## config.mk

```make
export PLATFORM = sky130hd
export DESIGN_NAME = drs_ref_select
export DESIGN_NICKNAME = d
export VERILOG_FILES = /design/src/pkg/drs_pkg.sv /design/src/design/drs_ref_select.sv
export SDC_FILE = /design/constraint.sdc
export NUM_CORES = 1
export LEC_CHECK = 0
export ABC_AREA = 1
export BUFFER_PORTS_ARGS = -buffer_cell sky130_fd_sc_hd__buf_4
export CAP_MARGIN = 30
export CORE_ASPECT_RATIO = 0.75
export CORE_UTILIZATION = 62
export CTS_BUF_LIST = sky130_fd_sc_hd__clkbuf_4 sky130_fd_sc_hd__clkbuf_8
export DETAILED_ROUTE_END_ITERATION = 10
export PLACE_DENSITY = 0.84
export SETUP_SLACK_MARGIN = 0.02
export SYNTH_ARGS = -nofsm -noshare
export SYNTH_HDL_FRONTEND = slang
export SYNTH_SLANG_ARGS = --single-unit
```

## constraint.sdc

```tcl
create_clock -name ref_clk -period 4.27 [get_ports ref_clk]
set_input_delay 0.2135 -clock ref_clk [delete_from_list [all_inputs] [get_ports ref_clk]]
set_output_delay 0.2135 -clock ref_clk [all_outputs]
set_load 0.05 [all_outputs]
```

## src/pkg/drs_pkg.sv

```systemverilog
// Purpose: Constants and types for the reference selection block
// Assumes: 25 MHz ref_clk
// Notes: Register offsets are word byte addresses on the plain port
package drs_pkg;
  localparam int ADDR_W = 8;
  localparam int DATA_W = 32;
  // Register byte addresses
  localparam logic [7:0] REG_CTRL = 8'h00;
  localparam logic [7:0] REG_PRIO = 8'h04;
  localparam logic [7:0] REG_MON = 8'h08;
  localparam logic [7:0] REG_VTIMER = 8'h0c;
  localparam logic [7:0] REG_SLEW = 8'h10;
  localparam logic [7:0] REG_STATUS = 8'h14;
  localparam logic [7:0] REG_OFFSET = 8'h18;
  // CTRL fields
  localparam int CTRL_MODE_LSB = 0;
  localparam int CTRL_MAN_SEL = 2;
  localparam int CTRL_PIN_SEL = 3;
  localparam int CTRL_HITLESS = 4;
  localparam int CTRL_SLEW_EN = 5;
  localparam int CTRL_XO_BYP = 6;
  localparam int CTRL_ZDS = 7;
  localparam int CTRL_PPS = 8;
  localparam logic [31:0] CTRL_RST = 32'h0000_0010;
  // PRIO fields: input zero in [2:0], input one in [6:4]
  localparam int PRIO_W = 3;
  localparam int PRIO_ONE_LSB = 4;
  localparam logic [2:0] PRIO_RST = 3'h1;
  localparam logic [2:0] PRIO_NONE = 3'h0;
  // MON: per input 4 enables (freq, miss, runt, phase), input one at bit 4
  localparam int MON_W = 4;
  localparam int MON_ONE_LSB = 4;
  localparam logic [3:0] MON_RST = 4'h3;
  localparam logic [15:0] VTIMER_RST = 16'h0010;
  localparam logic [15:0] SLEW_STEP_RST = 16'h0001;
  localparam logic [15:0] SLEW_TIMER_RST = 16'h0010;
  // XO window, kHz
  localparam int XO_MIN_KHZ = 9000;
  localparam int XO_MAX_KHZ = 160000;
  localparam int PH_W = 16;

  typedef enum logic [1:0] {
    DRS_AUTO_REV = 2'b00,
    DRS_AUTO_NONREV = 2'b01,
    DRS_MAN_FALLBACK = 2'b10,
    DRS_MAN_HOLDOVER = 2'b11
  } drs_mode_e;

  typedef enum logic [1:0] {
    DRS_FREE_RUN = 2'b00,
    DRS_LOCKED = 2'b01,
    DRS_HOLDOVER = 2'b10
  } drs_loop_e;
endpackage

```

## src/design/drs_ref_select.sv

```systemverilog
// Purpose: Two-input reference qualification, selection and hitless phase handling
// Assumes: Monitor flags and phase measures arrive synchronous to ref_clk
// Notes: Detector algorithms lie outside; only their flags come in
// How it works
// - Priority 0..7 per input, 0 never selected
// - Equal priority prefers input zero
// - Revertive: always best valid input
// - Non-revertive: hold current until it fails
// - Manual choice from register or pin
// - Fallback: manual failure picks best valid
// - None valid: holdover if history, else free-run
// - Auto-holdover: manual failure goes straight holdover
// - Manual modes leave holdover when selection valid
// - Selected input readable and on pins
// - Hitless off: offset passes as step
// - Cancellation without slew keeps offset forever
// - Non-locked switches move under slew
// - Slew removes offset by step per timer
// - Slew also on holdover exit, non-locked switch
// - PPS hitless only without zero-delay sync
// - XO loss flag clear only 9..160 MHz
// - Bypass makes XO valid, flag unchanged
// - Qualify after enabled monitors clear for timer
//
// Design decisions made here: the register offsets and the strobed register port.
`timescale 1ns/100ps
module drs_ref_select
  import drs_pkg::*;
#(
  parameter int VT_W = 16
) (
  // Clock and reset
  input wire logic ref_clk,
  input wire logic arst_n,
  // Register port
  input wire logic [ADDR_W-1:0] addr,
  input wire logic [DATA_W-1:0] wdata,
  input wire logic wr_en,
  input wire logic rd_en,
  output logic [DATA_W-1:0] rdata,
  // Monitor flags per input: [3]phase [2]runt [1]miss [0]freq
  input wire logic [3:0] mon_flag_zero,
  input wire logic [3:0] mon_flag_one,
  // XO measurement in kHz and history state
  input wire logic [17:0] xo_freq_khz,
  input wire logic history_valid,
  input wire logic inputs_freq_locked,
  // Phase offset seen between old and new input at a switch
  input wire logic signed [PH_W-1:0] switch_phase_offset,
  // Manual select pin
  input wire logic manual_sel_pin,
  // Status outputs
  output logic selected_ref,
  output logic loop_locked,
  output logic loop_holdover,
  output logic xo_frequency_loss_flag,
  output logic xo_valid,
  output logic signed [PH_W-1:0] phase_correction,
  output logic switch_pulse
);

  typedef struct packed {
    logic [31:0] ctrl;
    logic [2:0] prio0;
    logic [2:0] prio1;
    logic [7:0] mon_en;
    logic [VT_W-1:0] vtimer;
    logic [15:0] slew_step;
    logic [15:0] slew_timer;
    logic [VT_W-1:0] vcnt0;
    logic [VT_W-1:0] vcnt1;
    logic qual0;
    logic qual1;
    logic sel;
    drs_loop_e loop;
    logic xo_loss;
    logic signed [PH_W-1:0] offset;
    logic [15:0] slew_cnt;
    logic sw;
    logic [DATA_W-1:0] rdata;
  } drs_state_s;

  drs_state_s s_reg, s_next;

  // Better of two inputs by priority, ties go to input zero
  function automatic logic pick_best(input logic [2:0] p0, input logic [2:0] p1,
                                     input logic v0, input logic v1);
    logic ok0;
    logic ok1;
    ok0 = v0 && (p0 != PRIO_NONE);
    ok1 = v1 && (p1 != PRIO_NONE);
    if (ok0 && ok1)
      pick_best = (p1 < p0);
    else
      pick_best = !ok0 && ok1;
  endfunction

  function automatic logic any_valid(input logic [2:0] p0, input logic [2:0] p1,
                                     input logic v0, input logic v1);
    any_valid = (v0 && (p0 != PRIO_NONE)) || (v1 && (p1 != PRIO_NONE));
  endfunction

  // Qualified and not excluded by a zero priority
  function automatic logic usable(input logic which,
                                  input logic [2:0] p0, input logic [2:0] p1,
                                  input logic v0, input logic v1);
    usable = which ? (v1 && (p1 != PRIO_NONE)) : (v0 && (p0 != PRIO_NONE));
  endfunction

  logic [3:0] eff0, eff1;
  logic clear0, clear1;
  logic best, has_valid, cur_valid, man_sel, man_valid;
  logic new_sel, new_ok;
  drs_mode_e mode;

  always_comb begin
    s_next = s_reg;
    mode = drs_mode_e'(s_reg.ctrl[CTRL_MODE_LSB +: 2]);
    // Disabled monitors are masked out
    eff0 = mon_flag_zero & s_reg.mon_en[MON_W-1:0];
    eff1 = mon_flag_one & s_reg.mon_en[MON_ONE_LSB +: MON_W];
    clear0 = (eff0 == 4'h0);
    clear1 = (eff1 == 4'h0);
    // Validation timers
    if (!clear0) begin
      s_next.vcnt0 = '0;
      s_next.qual0 = 1'b0;
    end else if (s_reg.vcnt0 >= s_reg.vtimer) begin
      s_next.qual0 = 1'b1;
    end else begin
      s_next.vcnt0 = s_reg.vcnt0 + 1'b1;
    end
    if (!clear1) begin
      s_next.vcnt1 = '0;
      s_next.qual1 = 1'b0;
    end else if (s_reg.vcnt1 >= s_reg.vtimer) begin
      s_next.qual1 = 1'b1;
    end else begin
      s_next.vcnt1 = s_reg.vcnt1 + 1'b1;
    end
    // XO coarse range
    s_next.xo_loss = !((xo_freq_khz >= 18'(XO_MIN_KHZ)) &&
                       (xo_freq_khz <= 18'(XO_MAX_KHZ)));
    best = pick_best(s_reg.prio0, s_reg.prio1, s_reg.qual0, s_reg.qual1);
    has_valid = any_valid(s_reg.prio0, s_reg.prio1, s_reg.qual0, s_reg.qual1);
    cur_valid = usable(s_reg.sel, s_reg.prio0, s_reg.prio1, s_reg.qual0, s_reg.qual1);
    man_sel = s_reg.ctrl[CTRL_PIN_SEL] ? manual_sel_pin : s_reg.ctrl[CTRL_MAN_SEL];
    man_valid = usable(man_sel, s_reg.prio0, s_reg.prio1, s_reg.qual0, s_reg.qual1);
    new_sel = s_reg.sel;
    new_ok = 1'b0;
    case (mode)
      DRS_AUTO_REV: begin
        new_sel = best;
        new_ok = has_valid;
      end
      DRS_AUTO_NONREV: begin
        if (s_reg.loop == DRS_LOCKED && cur_valid) begin
          new_ok = 1'b1;
        end else begin
          new_sel = best;
          new_ok = has_valid;
        end
      end
      DRS_MAN_FALLBACK: begin
        if (man_valid) begin
          new_sel = man_sel;
          new_ok = 1'b1;
        end else begin
          new_sel = best;
          new_ok = has_valid;
        end
      end
      DRS_MAN_HOLDOVER: begin
        new_sel = man_sel;
        new_ok = man_valid;
      end
      default: begin
        new_ok = 1'b0;
      end
    endcase
    // XO must be valid before any lock
    if (!(s_reg.xo_loss == 1'b0 || s_reg.ctrl[CTRL_XO_BYP]))
      new_ok = 1'b0;
    s_next.sw = 1'b0;
    if (new_ok) begin
      if (s_reg.loop != DRS_LOCKED || new_sel != s_reg.sel) begin
        s_next.sw = 1'b1;
        // Absorb offset when hitless is allowed, or with slew on a non-locked switch
        if (s_reg.ctrl[CTRL_HITLESS] && !(s_reg.ctrl[CTRL_PPS] && s_reg.ctrl[CTRL_ZDS]) &&
            s_reg.loop == DRS_LOCKED)
          s_next.offset = switch_phase_offset;
        else
          s_next.offset = '0;
        if (s_reg.ctrl[CTRL_SLEW_EN] && (s_reg.loop != DRS_LOCKED || !inputs_freq_locked))
          s_next.offset = switch_phase_offset;
      end
      s_next.sel = new_sel;
      s_next.loop = DRS_LOCKED;
    end else begin
      s_next.loop = history_valid ? DRS_HOLDOVER : DRS_FREE_RUN;
    end
    // Gradual removal of absorbed phase
    if (s_reg.ctrl[CTRL_SLEW_EN] && !s_next.sw && s_reg.offset != '0) begin
      if (s_reg.slew_cnt >= s_reg.slew_timer) begin
        s_next.slew_cnt = '0;
        if (s_reg.offset > $signed(s_reg.slew_step[PH_W-1:0]))
          s_next.offset = s_reg.offset - $signed(s_reg.slew_step[PH_W-1:0]);
        else if (s_reg.offset < -$signed(s_reg.slew_step[PH_W-1:0]))
          s_next.offset = s_reg.offset + $signed(s_reg.slew_step[PH_W-1:0]);
        else
          s_next.offset = '0;
      end else begin
        s_next.slew_cnt = s_reg.slew_cnt + 1'b1;
      end
    end else begin
      s_next.slew_cnt = '0;
    end
    // Register writes
    if (wr_en) begin
      case (addr)
        REG_CTRL: s_next.ctrl = wdata;
        REG_PRIO: begin
          s_next.prio0 = wdata[PRIO_W-1:0];
          s_next.prio1 = wdata[PRIO_ONE_LSB +: PRIO_W];
        end
        REG_MON: s_next.mon_en = wdata[7:0];
        REG_VTIMER: s_next.vtimer = wdata[VT_W-1:0];
        REG_SLEW: begin
          s_next.slew_step = wdata[15:0];
          s_next.slew_timer = wdata[31:16];
        end
        default: ;
      endcase
    end
    // Register reads, data stands one cycle later
    s_next.rdata = '0;
    if (rd_en) begin
      case (addr)
        REG_CTRL: s_next.rdata = s_reg.ctrl;
        REG_PRIO: s_next.rdata = {25'h0, s_reg.prio1, 1'b0, s_reg.prio0};
        REG_MON: s_next.rdata = {24'h0, s_reg.mon_en};
        REG_VTIMER: s_next.rdata = 32'(s_reg.vtimer);
        REG_SLEW: s_next.rdata = {s_reg.slew_timer, s_reg.slew_step};
        REG_STATUS: s_next.rdata = {24'h0, s_reg.xo_loss, s_reg.qual1, s_reg.qual0,
                                    1'b0, s_reg.loop, 1'b0, s_reg.sel};
        REG_OFFSET: s_next.rdata = 32'(s_reg.offset);
        default: s_next.rdata = '0;
      endcase
    end
  end

  always_ff @(posedge ref_clk or negedge arst_n) begin
    if (!arst_n) begin
      s_reg <= '0;
      s_reg.ctrl <= CTRL_RST;
      s_reg.prio0 <= PRIO_RST;
      s_reg.prio1 <= PRIO_RST;
      s_reg.mon_en <= {MON_RST, MON_RST};
      s_reg.vtimer <= VT_W'(VTIMER_RST);
      s_reg.slew_step <= SLEW_STEP_RST;
      s_reg.slew_timer <= SLEW_TIMER_RST;
      s_reg.loop <= DRS_FREE_RUN;
      s_reg.xo_loss <= 1'b1;
    end else begin
      s_reg <= s_next;
    end
  end

  assign rdata = s_reg.rdata;
  assign selected_ref = s_reg.sel;
  assign loop_locked = (s_reg.loop == DRS_LOCKED);
  assign loop_holdover = (s_reg.loop == DRS_HOLDOVER);
  assign xo_frequency_loss_flag = s_reg.xo_loss;
  assign xo_valid = !s_reg.xo_loss || s_reg.ctrl[CTRL_XO_BYP];
  assign phase_correction = s_reg.offset;
  assign switch_pulse = s_reg.sw;

  // ==========================================================
  // Checks
  property p_never_prio0;
    @(posedge ref_clk) disable iff (!arst_n)
      $rose(loop_locked) |-> (selected_ref ? $past(s_reg.prio1) : $past(s_reg.prio0)) != 3'h0;
  endproperty
  a_never_prio0: assert property (p_never_prio0) else $error("zero priority selected");

  property p_tie;
    @(posedge ref_clk) disable iff (!arst_n)
      (s_reg.ctrl[1:0] == 2'b00 && s_reg.qual0 && s_reg.qual1 && s_reg.prio0 == s_reg.prio1
       && s_reg.prio0 != 3'h0 && xo_valid) |=> !selected_ref;
  endproperty
  a_tie: assert property (p_tie) else $error("tie not resolved to input zero");

  property p_nonrev_hold;
    @(posedge ref_clk) disable iff (!arst_n)
      (s_reg.ctrl[1:0] == 2'b01 && loop_locked && cur_valid && xo_valid && !wr_en)
      |=> $stable(selected_ref);
  endproperty
  a_nonrev_hold: assert property (p_nonrev_hold) else $error("non-revertive switched");

  property p_holdover;
    @(posedge ref_clk) disable iff (!arst_n)
      (!new_ok && history_valid) |=> loop_holdover;
  endproperty
  a_holdover: assert property (p_holdover) else $error("holdover not entered");

  property p_free;
    @(posedge ref_clk) disable iff (!arst_n)
      (!new_ok && !history_valid) |=> (!loop_locked && !loop_holdover);
  endproperty
  a_free: assert property (p_free) else $error("free-run not entered");

  property p_xo_range;
    @(posedge ref_clk) disable iff (!arst_n)
      (xo_freq_khz < 18'(XO_MIN_KHZ)) |=> xo_frequency_loss_flag;
  endproperty
  a_xo_range: assert property (p_xo_range) else $error("xo loss not set");

  property p_qual;
    @(posedge ref_clk) disable iff (!arst_n)
      !clear0 |=> !s_reg.qual0 ##1 (!s_reg.qual0 || $past(clear0));
  endproperty
  a_qual: assert property (p_qual) else $error("input zero qualified early");

  property p_slew_mono;
    @(posedge ref_clk) disable iff (!arst_n)
      (s_reg.ctrl[CTRL_SLEW_EN] && !s_next.sw && !switch_pulse && s_reg.offset > 0 && !wr_en)
      |=> (s_reg.offset <= $past(s_reg.offset));
  endproperty
  a_slew_mono: assert property (p_slew_mono) else $error("slew grew offset");

  property p_hold_keep;
    @(posedge ref_clk) disable iff (!arst_n)
      (!s_reg.ctrl[CTRL_SLEW_EN] && !s_next.sw) |=> $stable(phase_correction);
  endproperty
  a_hold_keep: assert property (p_hold_keep) else $error("build-out removed");
endmodule

```

# After elaboration in Yosys (flattened, before gate mapping)
# Cells that the tools add are included.
word_totals:
  register_bits: 197
  input_bits: 89
  output_inout_bits: 54
  elab_cells: 122
op_classes:
  addsub: 6
  order_cmp: 8
  eq_ne: 17
  mux: 35
  bitwise: 3
  reduce_logical: 35
op_table:
  columns: ["cell", "n"]
  rows:
  - ["2-to-1 mux 16 bit", 14]
  - ["one-hot mux 32 bit (7 select lines)", 1]
  - ["adder 16 x 1 -> 16 bit, second input constant", 3]
  - [">= comparator 16 bit", 3]
  - ["2-to-1 mux 32 bit", 1]
  - ["== test 8 x 5 -> 1 bit, second input constant", 3]
  - [">= comparator 18 x 14 -> 1 bit, second input constant", 1]
  - ["less-or-equal comparator 18 bit, second input constant", 1]
  - ["adder 16 bit", 1]
  - ["== test 8 x 4 -> 1 bit, second input constant", 2]
  - ["greater-than comparator 16 bit", 1]
  - ["less-than comparator 16 bit", 1]
  - ["negation 16 bit", 1]
  - ["nonzero test 16 bit", 1]
  - ["subtractor 16 bit", 1]
  - ["2-to-1 mux 1 bit", 15]
  - ["logical AND 1 bit", 12]
  - ["AND reduction 2 bit", 5]
  - ["AND 4 bit", 2]
  - ["== test 8 x 3 -> 1 bit, second input constant", 1]
  - ["logical NOT 4 bit", 2]
  - ["logical NOT 8 bit", 1]
  - ["one-hot mux 1 bit (4 select lines)", 2]
  - ["== test 2 bit, second input constant", 3]
  - ["other kinds (11)", 26]

# Depth between registers and ports, before layout
# Gate-level depths: netlist of the first run.
logic_depth:
  depth_word: 15
  depth_mapped: 23
  depth_no_buf: 23

# Worst setup path after synthesis of the first run
# Ideal clock, no wire load.
synth_timing:
  kind: "register to register"
  from: "reg s_reg[120] (netlist name)"
  to: "reg s_reg (netlist bit phase_correction[4])"
  setup_time_ps: 65
  t_arrival_ps: 3174
  t_required_ps: 4205
  setup_slack_ps: 1031
  stages_incl_launch_ff: 23
  n_path_buf: 0
  synth_period_minus_slack_ps: 3239
  path_cell_list: "dfrtp_1 inv_1 ha_1 nand2_1 nor4_2 nand2_1 nor4_1 nand2_1 nor2_1 nand3_1 xor2_1 ha_1 nand2_1 inv_1 nand3_1 inv_1 a21oi_1 nand3_1 nand2_1 nand2_2 o21ai_0 nand2_1 nand2_1"
synth_lines:
  columns: ["element", "line", "text"]
  rows:
  - ["start, declared", "drs_ref_select.sv:83", "drs_state_s s_reg, s_next;"]
  - ["start signal, assigned", "drs_ref_select.sv:265", "s_reg <= s_next;"]

==> results of run 1 <==
==> power groups by stage <==
stage | sequential (uW) | clock (uW) | combinational, uW
floorplan | 2310 | 0 | 2660
global placement | 2430 | 0 | 3380
detailed placement | 2440 | 0 | 3460
CTS | 2410 | 1300 | 3510
global route | 2440 | 1390 | 3950
finish | 2430 | 1300 | 3610
==> logic make-up (layout without fill, tap and decap cells) <==
logic type | Yosys count | after routing | share of synthesized area (%)
fa+ha+maj | 106 | 106 | 10.3
buf+inv | 339 | 448 | 11.4
flops | 197 | 197 | 37.8
simple gates | 659 | 659 | 22.1
compound gates | 358 | 358 | 15.2
xor+xnor | 47 | 47 | 3.15
==> routing by layer <==
| metal | vias up | wire [um] | part of all wire (%) |
|---|---|---|---|
| li1 | 5747 | - | - |
| met3 | 97 | 4290 | 11 |
| met2 | 751 | 16500 | 43 |
| met5 | - | 0 | 0 |
| met1 | 5797 | 16900 | 43 |
| met4 | 0 | 1120 | 2.9 |
==> final timing paths <==
path | start | to | slack (ps)
worst max-delay path | s_reg[120] | phase_correction[3] | 510
worst max register to register | s_reg[120] | phase_correction[3] | 510
min in group asynchronous | arst_n | s_reg[144] | 330
worst min register to register | s_reg[114] | s_reg[114] | 490
max in group asynchronous | arst_n | s_reg[107] | 3060
worst min-delay path | wdata[9] | s_reg[144] | 20
==> critical path: stages, from the launching register on <==
cell	delay [ps]
dfrtp_1	470
inv_1	200
ha_1	230
nand2_1	90
nor4_2	220
nand2_1	150
nor4_2	240
nand2_1	100
nor2_1	170
nand3_1	120
xor2_1	160
ha_1	270
nand2_1	60
inv_1	50
o21ai_0	80
nand2_1	80
a21oi_1	160
nand3_1	130
nand2_2	250
nand2_2	150
o21ai_1	180
nand2_1	80
nand2_1	80
==> cell type report <==
cell class / count / area, sq um / share of cell area, %
sequential: 197 / 4940 / 33.6
timing repair buffer: 174 / 1440 / 9.77
clock inverter: 14 / 178 / 1.21
tap: 282 / 353 / 2.40
clock buffer: 18 / 248 / 1.68
inverter: 242 / 911 / 6.19
multi-input combinational: 1170 / 6640 / 45.1
==> layout by cell type (no fill, tap or decap), types with 46 or more instances in the layout <==
cell     synthesis  layout
xor2_1          46      46
dfrtp_1        186     186
buf_4           49     145
a21oi_1         95      95
inv_1          229     229
nand2_1        383     381
nor2_1          94      94
ha_1           104     104
o21ai_0        171     171
nand3_1         71      71
==> metrics by stage <==
step / total power [uW] / hold slack, ps / instance area, sq um / utilization (%) / std cells
after CTS: 7210 / 1.70 / 14600 / 71.7 / 2095
after global placement: 5820 / 383 / 14000 / 68.3 / 2038
after detailed placement: 5900 / 386 / 14000 / 68.4 / 2039
after global routing: 7780 / 5.15 / 14700 / 72.0 / 2097
after floorplan: 4970 / -82.1 / 13100 / - / 1706
final: 7340 / 15.0 / 14700 / 72.0 / 2097
==> what timing repair did <==
action	4_1_cts	5_1_grt
setup buffers	0	0
resized for setup	0	2
hold endpoints to repair	144	0
hold buffers	24	0
endpoints found under the setup margin	0	6
==> flow_metrics.env, run 1 <==
export IMPL_yosys_area_top_type_share_pct=35.6
export IMPL_boundaryPins=143
export IMPL_min_period_over_period_pct=88.2
export IMPL_gr_usage_all_layers_pct=37.0
export IMPL_antenna_left=0
export IMPL_final_setup_tns_ps=0
export IMPL_synth_fp_nets=1901
export IMPL_p_per_area_nw_per_um2=499
export IMPL_grt_busiest_layer="met1"
export IMPL_cts_sinks=197
export IMPL_grt_max_degree=118
export IMPL_place_ws_ps=350
export IMPL_die_area_sq_um=21700
export IMPL_placementRows=45
export IMPL_synth_edf_count=0
export IMPL_clkTransAtPathRegs_ps=120
export IMPL_port_buffers=142
export IMPL_cts_root_buffer="clkbuf_8"
export IMPL_synth_seq_area_share_pct=37.8
export IMPL_skew_ps=21.1
export IMPL_die_h_um=128
export IMPL_syn_to_final_growth_pct=12.6
export IMPL_critPathRequiredTime_ps=4710
export IMPL_via_per_inst=5.91
export IMPL_final_nets=1997
export IMPL_setup_viol=0
export IMPL_synth_most_common_cell="nand2_1"
export IMPL_start_util_pct=63.9
export IMPL_drcViolationCount=0
export IMPL_wl_mm=38.8
export IMPL_maxCapViolCount=0
export IMPL_ys_ff_latch=197
export IMPL_routedWlPerCell_um=18.5
export IMPL_drt_iter0_markers=1499
export IMPL_cts_buffers=17
export IMPL_tightest_slew_ps=1000
export IMPL_p_sw_share_pct=49.2
export IMPL_cts_tree="built"
export IMPL_vdd_drop_max_mv=0.311
export IMPL_synth_cell_types=60
export IMPL_antenna_found_initial=0
export IMPL_yosysTopAreaCell="dfrtp_1"
export IMPL_hpwlAfterDp_mm=28.8
export IMPL_hp_class="primary input to flip-flop"
export IMPL_hold_viol=0
export IMPL_dr_pass1_iters=6
export IMPL_syn_inst=1706
export IMPL_pwr_share_seq_pct=33.1
export IMPL_timing_fmax_ghz=0.266
export IMPL_grt_overflow=0
export IMPL_clockPowerShare_pct=17.8
export IMPL_maxSlewViolCount=0
export IMPL_grt_pass1_wl_mm=61.4
export IMPL_setup_slack_ps=505
export IMPL_reg2reg_depth=22
export IMPL_power_frac_comb_pct=49.1
export IMPL_antenna_cells=0
export IMPL_die_w_um=170
export IMPL_synth_ff_type="dfrtp_1"
export IMPL_crit_fanout=10
export IMPL_power_internal_uw=3730
export IMPL_p_leak_uw=0.00735
export IMPL_htree_levels=4
export IMPL_gp_congestion=1.02
export IMPL_crit_arrival_ps=4200
export IMPL_gr_usage_met1_pct=54.6
export IMPL_synth_area_top_cells="dfrtp_1, nand2_1, ha_1, inv_1, o21ai_0"
export IMPL_end_kind="flip-flop"
export IMPL_syn_cell_area_sq_um=13100
export IMPL_hold_depth=3
export IMPL_largest_reg_flops=144
export IMPL_route_vias_total=12400
export IMPL_ys_warn_count=0
export IMPL_grt_use_met3_pct=8.64
export IMPL_p_sw_uw=3610
export IMPL_start_kind="flip-flop"
export IMPL_slew_headroom_pct=33.0
export IMPL_critPathKind="flip-flop to flip-flop"
export IMPL_n_fill_cell=1652
export IMPL_insertion_delay_ps=510
export IMPL_synth_commonest_cells="nand2_1, inv_1, dfrtp_1"
export IMPL_grt_setup_unrepaired="false"
export IMPL_period_needed_ps=3760
export IMPL_cts_max_path_buffers=2
export IMPL_grt_pass1_vias=11600
export IMPL_avgSynthCellArea_sq_um=7.66
export IMPL_ys_async_sr_fraction_pct=100
export IMPL_use_met2_pct=53.7
export IMPL_core_sq_um=20400
export IMPL_status="finished, final reports clean"
export IMPL_drive_gt1_share_pct=13.1
Power figures use the tool's default switching activity.
==> run 2, diff against run 1 <==
Settings changed: REMOVE_ABC_BUFFERS set to 1.
==> run 2 against run 1 <==
  * Cell count about the same
  * Clock skew increased by 2.0 ps
  * Cell area about the same
  * Die area unchanged
  * Setup slack got worse by 31 ps
  * Register-to-register slack got worse by 30 ps
  * Routed wire length increased by 1.0%
  * Flip-flop and latch count unchanged
  * Clock power about the same
  * Total power decreased by 0.62%
  * Hold slack got worse by 8.7 ps
  * Critical path type unchanged
  * Largest power group unchanged
==> flow_metrics.env, run 2 (synthesis gave the netlist of run 1 again) <==
export IMPL_drt_iter0_markers=1308
export IMPL_cts_max_path_buffers=2
export IMPL_power_frac_comb_pct=49.6
export IMPL_cts_sinks=197
export IMPL_slew_headroom_pct=35.7
export IMPL_htree_levels=4
export IMPL_via_per_inst=5.91
export IMPL_die_area_sq_um=21700
export IMPL_dr_pass1_iters=10
export IMPL_period_needed_ps=3800
export IMPL_antenna_found_initial=0
export IMPL_tightest_slew_ps=952
export IMPL_crit_arrival_ps=4240
export IMPL_port_buffers=142
export IMPL_power_internal_uw=3670
export IMPL_cts_buffers=17
export IMPL_placementRows=45
export IMPL_clkTransAtPathRegs_ps=130
export IMPL_antenna_left=0
export IMPL_die_w_um=170
export IMPL_hp_class="primary input to flip-flop"
export IMPL_min_from="wdata[21]"
export IMPL_routedWlPerCell_um=18.7
export IMPL_wl_mm=39.2
export IMPL_final_cell_mix="nand2_1, inv_1, dfrtp_1, o21ai_0, buf_4"
export IMPL_grt_pass1_wl_mm=61.4
export IMPL_start_kind="flip-flop"
export IMPL_status="finished, final reports clean"
export IMPL_grt_max_degree=83
export IMPL_hpwlAfterDp_mm=29.5
export IMPL_power_total_uw=7290
export IMPL_cts_root_buffer="clkbuf_8"
export IMPL_pwr_share_seq_pct=32.9
export IMPL_grt_setup_unrepaired="false"
export IMPL_gp_congestion=0.986
export IMPL_timing_fmax_ghz=0.263
export IMPL_grt_overflow=0
export IMPL_layout_commonest_cell="nand2_1"
export IMPL_hold_viol=0
export IMPL_critPathRequiredTime_ps=4710
export IMPL_r2r_start="s_reg[120]"
export IMPL_drive_gt1_share_pct=13.3
export IMPL_worstSetupStartpoint="s_reg[120]"
export IMPL_route_vias_total=12400
export IMPL_maxSlewViolCount=0
export IMPL_critPathKind="flip-flop to flip-flop"
export IMPL_skew_ps=23.2
export IMPL_crit_fanout=10
export IMPL_min_period_over_period_pct=88.9
export IMPL_final_setup_tns_ps=0
export IMPL_core_sq_um=20400
export IMPL_clockPowerShare_pct=17.5
export IMPL_end_kind="flip-flop"
export IMPL_rrSetupSlack_ps=470
export IMPL_syn_to_final_growth_pct=12.5
export IMPL_die_h_um=128
export IMPL_setup_viol=0
export IMPL_start_util_pct=63.9
export IMPL_p_sw_uw=3620
export IMPL_final_nets=1998
export IMPL_maxCapViolCount=0
export IMPL_p_per_area_nw_per_um2=496
export IMPL_cts_tree="built"
export IMPL_p_leak_uw=0.00735
export IMPL_boundaryPins=143
export IMPL_antenna_cells=0
export IMPL_p_sw_share_pct=49.6
export IMPL_grt_pass1_vias=11400
export IMPL_cts_setup_buffers=0
export IMPL_insertion_delay_ps=510
export IMPL_gr_usage_all_layers_pct=37.4
export IMPL_vdd_drop_max_mv=0.293
export IMPL_largest_reg_flops=144
export IMPL_drcViolationCount=0
## run 2: through the flow
stage               hold WS (ps)  utilization, %  area, sq um  worst slack [ps]  std cells
finish                      6.32            71.9        14700               474       2098
global route                5.18            71.9        14700              48.6       2098
CTS                         2.79            71.8        14700               316       2097
detailed placement           185            68.7        14000               355       2044
global placement             380            68.4        14000               464       2041
floorplan                  -82.1               -        12500              1030       1609
## run 2: routing by layer
layer / vias up / global-route usage, % / wire (um) / share of wire (%)
met3: 88 / 9.08 / 4460 / 11
met2: 728 / 53.1 / 16200 / 41
li1: 5744 / - / - / -
met5: - / 0 / 0 / 0
met1: 5832 / 55.7 / 17400 / 44
met4: 0 / 11.8 / 1120 / 2.9
## run 2: path summary, 6_finish.rpt
check                                          to  cells past startpoint
max                           phase_correction[4]                     22
min                                    s_reg[186]                      3
max reg2reg                   phase_correction[4]                     22
min reg2reg                            s_reg[181]                      2
max in group asynchronous  xo_frequency_loss_flag                      4
min in group asynchronous               s_reg[83]                      2
## run 2: area by class of cell
class	count	area [sq um]
Tap cell	282	353
Multi-Input combinational cell	1170	6640
Clock inverter	14	178
Clock buffer	18	241
Timing Repair Buffer	175	1440
Inverter	242	911
Fill cell	1660	5730
Sequential cell	197	4940
## run 2: power groups by stage
stage / clock network [uW] / logic, uW / registers (uW)
finish: 1280 / 3620 / 2400
global route: 1350 / 3970 / 2420
CTS: 1280 / 3520 / 2380
detailed placement: 0 / 3480 / 2420
global placement: 0 / 3430 / 2420
floorplan: 0 / 2180 / 2590
## run 2: worst max-delay path, cell delays in order, from the launching register on
cell and delay, ps:
dfrtp_1 470, inv_1 190, ha_1 220, nand2_1 110, nor4_2 250, nand2_1 150
nor4_2 280, nand2_1 90, nor2_1 170, nand3_1 110, xor2_1 150, ha_1 270
nand2_1 60, inv_1 50, nand3_1 90, inv_1 50, a21oi_1 180, nand3_1 140
nand2_2 250, nand2_2 150, o21ai_0 180, nand2_1 70, nand2_1 60
## run 2: timing repair
action | in CTS | in global routing
setup endpoints to repair | 0 | 15
hold endpoints to repair | 77 | 0
gates resized for setup | 0 | 2
hold buffers | 21 | 0
==> run 3, diff against run 2 <==
Settings changed: CORE_UTILIZATION 62 to 50, PLACE_DENSITY 0.84 to 0.7.
==> run 3 against run 2 <==
  * Non-clock buffer count up 6
  * Via count shrank 4.1%
  * Combinational power barely moved
  * Routed wire length fell by 0.20%
  * Highest routed layer unchanged
==> flow_metrics.env, run 3 (synthesis gave the netlist of run 1 again) <==
export IMPL_maxSlewViolCount=0
export IMPL_grt_overflow=0
export IMPL_end_kind="flip-flop"
export IMPL_largest_reg_flops=144
export IMPL_crit_top_cell="nand2_1"
export IMPL_layout_commonest_cell="nand2_1"
export IMPL_final_cells=2160
export IMPL_clkTransAtPathRegs_ps=110
export IMPL_start_util_pct=51.7
export IMPL_r2r_end="phase_correction[4]"
export IMPL_boundaryPins=143
export IMPL_critPathKind="flip-flop to flip-flop"
export IMPL_cts_buffers=17
export IMPL_grt_max_degree=93
export IMPL_timing_fmax_ghz=0.266
export IMPL_slew_headroom_pct=38.3
export IMPL_gr_usage_all_layers_pct=30.1
export IMPL_grt_setup_unrepaired="false"
export IMPL_port_buffers=142
export IMPL_vdd_drop_max_mv=0.420
export IMPL_critPathRequiredTime_ps=4720
export IMPL_hold_path_endpoint="s_reg[145]"
export IMPL_hpwlAfterDp_mm=29.8
export IMPL_skew_ps=24.0
export IMPL_htree_levels=4
export IMPL_drt_iter0_markers=1136
export IMPL_min_period_over_period_pct=88.1
export IMPL_crit_fanout=10
export IMPL_cts_max_path_buffers=2
export IMPL_dr_pass1_iters=7
export IMPL_reg2reg_depth=22
export IMPL_start_kind="flip-flop"
export IMPL_die_h_um=142
export IMPL_max_stage_delay_ps=470
export IMPL_maxCapViolCount=0
export IMPL_final_nets=2004
export IMPL_crit_chain="inv_1 -> ha_1 -> nand2_1 -> nor4_2 -> nand2_1 -> nor4_2 -> nand2_1 -> nor2_1 -> nand3_1 -> xor2_1 -> ha_1 -> nand2_1 -> inv_1 -> nand3_1 -> inv_1 -> a21oi_1 -> nand3_1 -> nand2_2 -> nand2_2 -> o21ai_0 -> nand2_1 -> nand2_1"
export IMPL_p_leak_uw=0.00735
export IMPL_r2r_start="s_reg[120]"
export IMPL_final_util_pct=58.3
export IMPL_antenna_found_initial=0
export IMPL_cts_setup_buffers=0
export IMPL_p_per_area_nw_per_um2=491
export IMPL_period_needed_ps=3760
export IMPL_die_area_sq_um=26800
export IMPL_setup_viol=0
export IMPL_routedWlPerCell_um=18.1
export IMPL_antenna_cells=0
export IMPL_cp_slowest_cell="dfrtp_1"
export IMPL_final_setup_tns_ps=0
export IMPL_drive_gt1_share_pct=13.4
export IMPL_cts_sinks=197
export IMPL_tightest_slew_ps=914
export IMPL_rrSetupSlack_ps=510
export IMPL_insertion_delay_ps=520
export IMPL_dp_cells=2103
export IMPL_crit_arrival_ps=4210
export IMPL_grt_pass1_vias=11100
export IMPL_route_vias_total=11900
export IMPL_cts_root_buffer="clkbuf_8"
export IMPL_wl_mm=39.1
export IMPL_cts_tree="built"
export IMPL_grt_pass1_wl_mm=62.0
export IMPL_core_sq_um=25300
export IMPL_hold_viol=0
export IMPL_setup_slack_ps=507
export IMPL_syn_to_final_growth_pct=12.8
export IMPL_min_from="wdata[10]"
export IMPL_drcViolationCount=0
export IMPL_place_ws_ps=265
export IMPL_antenna_left=0
export IMPL_final_cell_mix="nand2_1, inv_1, dfrtp_1, o21ai_0, buf_4"
export IMPL_hp_class="primary input to flip-flop"
export IMPL_gp_congestion=0.964
export IMPL_status="finished, final reports clean"
export IMPL_placementRows=50
export IMPL_via_per_inst=5.50
export IMPL_hold_depth=3
export IMPL_die_w_um=189
==> run 3: worst max path at each step <==
stage                                to        from  depth (start not counted)
floorplan           phase_correction[4]  s_reg[120]                         22
global placement    phase_correction[4]  s_reg[120]                         23
detailed placement  phase_correction[4]  s_reg[120]                         23
CTS                 phase_correction[4]  s_reg[120]                         22
global route        phase_correction[4]  s_reg[120]                         22
finish              phase_correction[4]  s_reg[120]                         22
==> run 3: stage by stage <==
step | total power (uW) | area (sq um) | hold slack [ps]
after floorplan | 4770 | 12500 | -82.1
after global placement | 5900 | 14100 | 329
after detailed placement | 5930 | 14100 | 328
after CTS | 7150 | 14700 | 5.95
after global routing | 7730 | 14700 | 25.4
final | 7240 | 14700 | 25.9
==> run 3: per-layer routing <==
layer / track usage (%) / vias up / part of all wire (%)
met2: 42.4 / 553 / 40
met5: 0 / - / 0
met4: 6.62 / 0 / 1.3
li1: - / 5759 / -
met1: 46.4 / 5525 / 49
met3: 7.05 / 48 / 9.7
==> run 3: where the power goes <==
group	leakage [uW]	switching, uW	internal, uW
clock	0.000185	774	435
combinational	0.00453	2470	1150
sequential	0.00264	349	2060
==> run 3: worst max-delay path: cells and delay by family, from the launching register on <==
| family | cells | cell delay, ps |
|---|---|---|
| xor gates and xnor gates | 1 | 160 |
| adders and majority gates | 2 | 480 |
| buffers and inverters | 3 | 290 |
| and+or+nand+nor | 14 | 1940 |
| DFF | 1 | 470 |
| AOI/OAI and AO/OA | 2 | 350 |
==> run 3: what timing repair did <==
item | in CTS | in global routing
resized for setup | 0 | 2
hold buffers | 24 | 0
setup endpoints to repair | 0 | 15
endpoints found under the hold margin | 124 | 0
==> run 3: layout make-up <==
class	instances	area [sq um]
Clock inverter	13	116
Timing Repair Buffer	181	1460
Clock buffer	19	249
Multi-Input combinational cell	1170	6640
Sequential cell	197	4940
Tap cell	338	423
Inverter	242	911
Fill cell	2355	10500
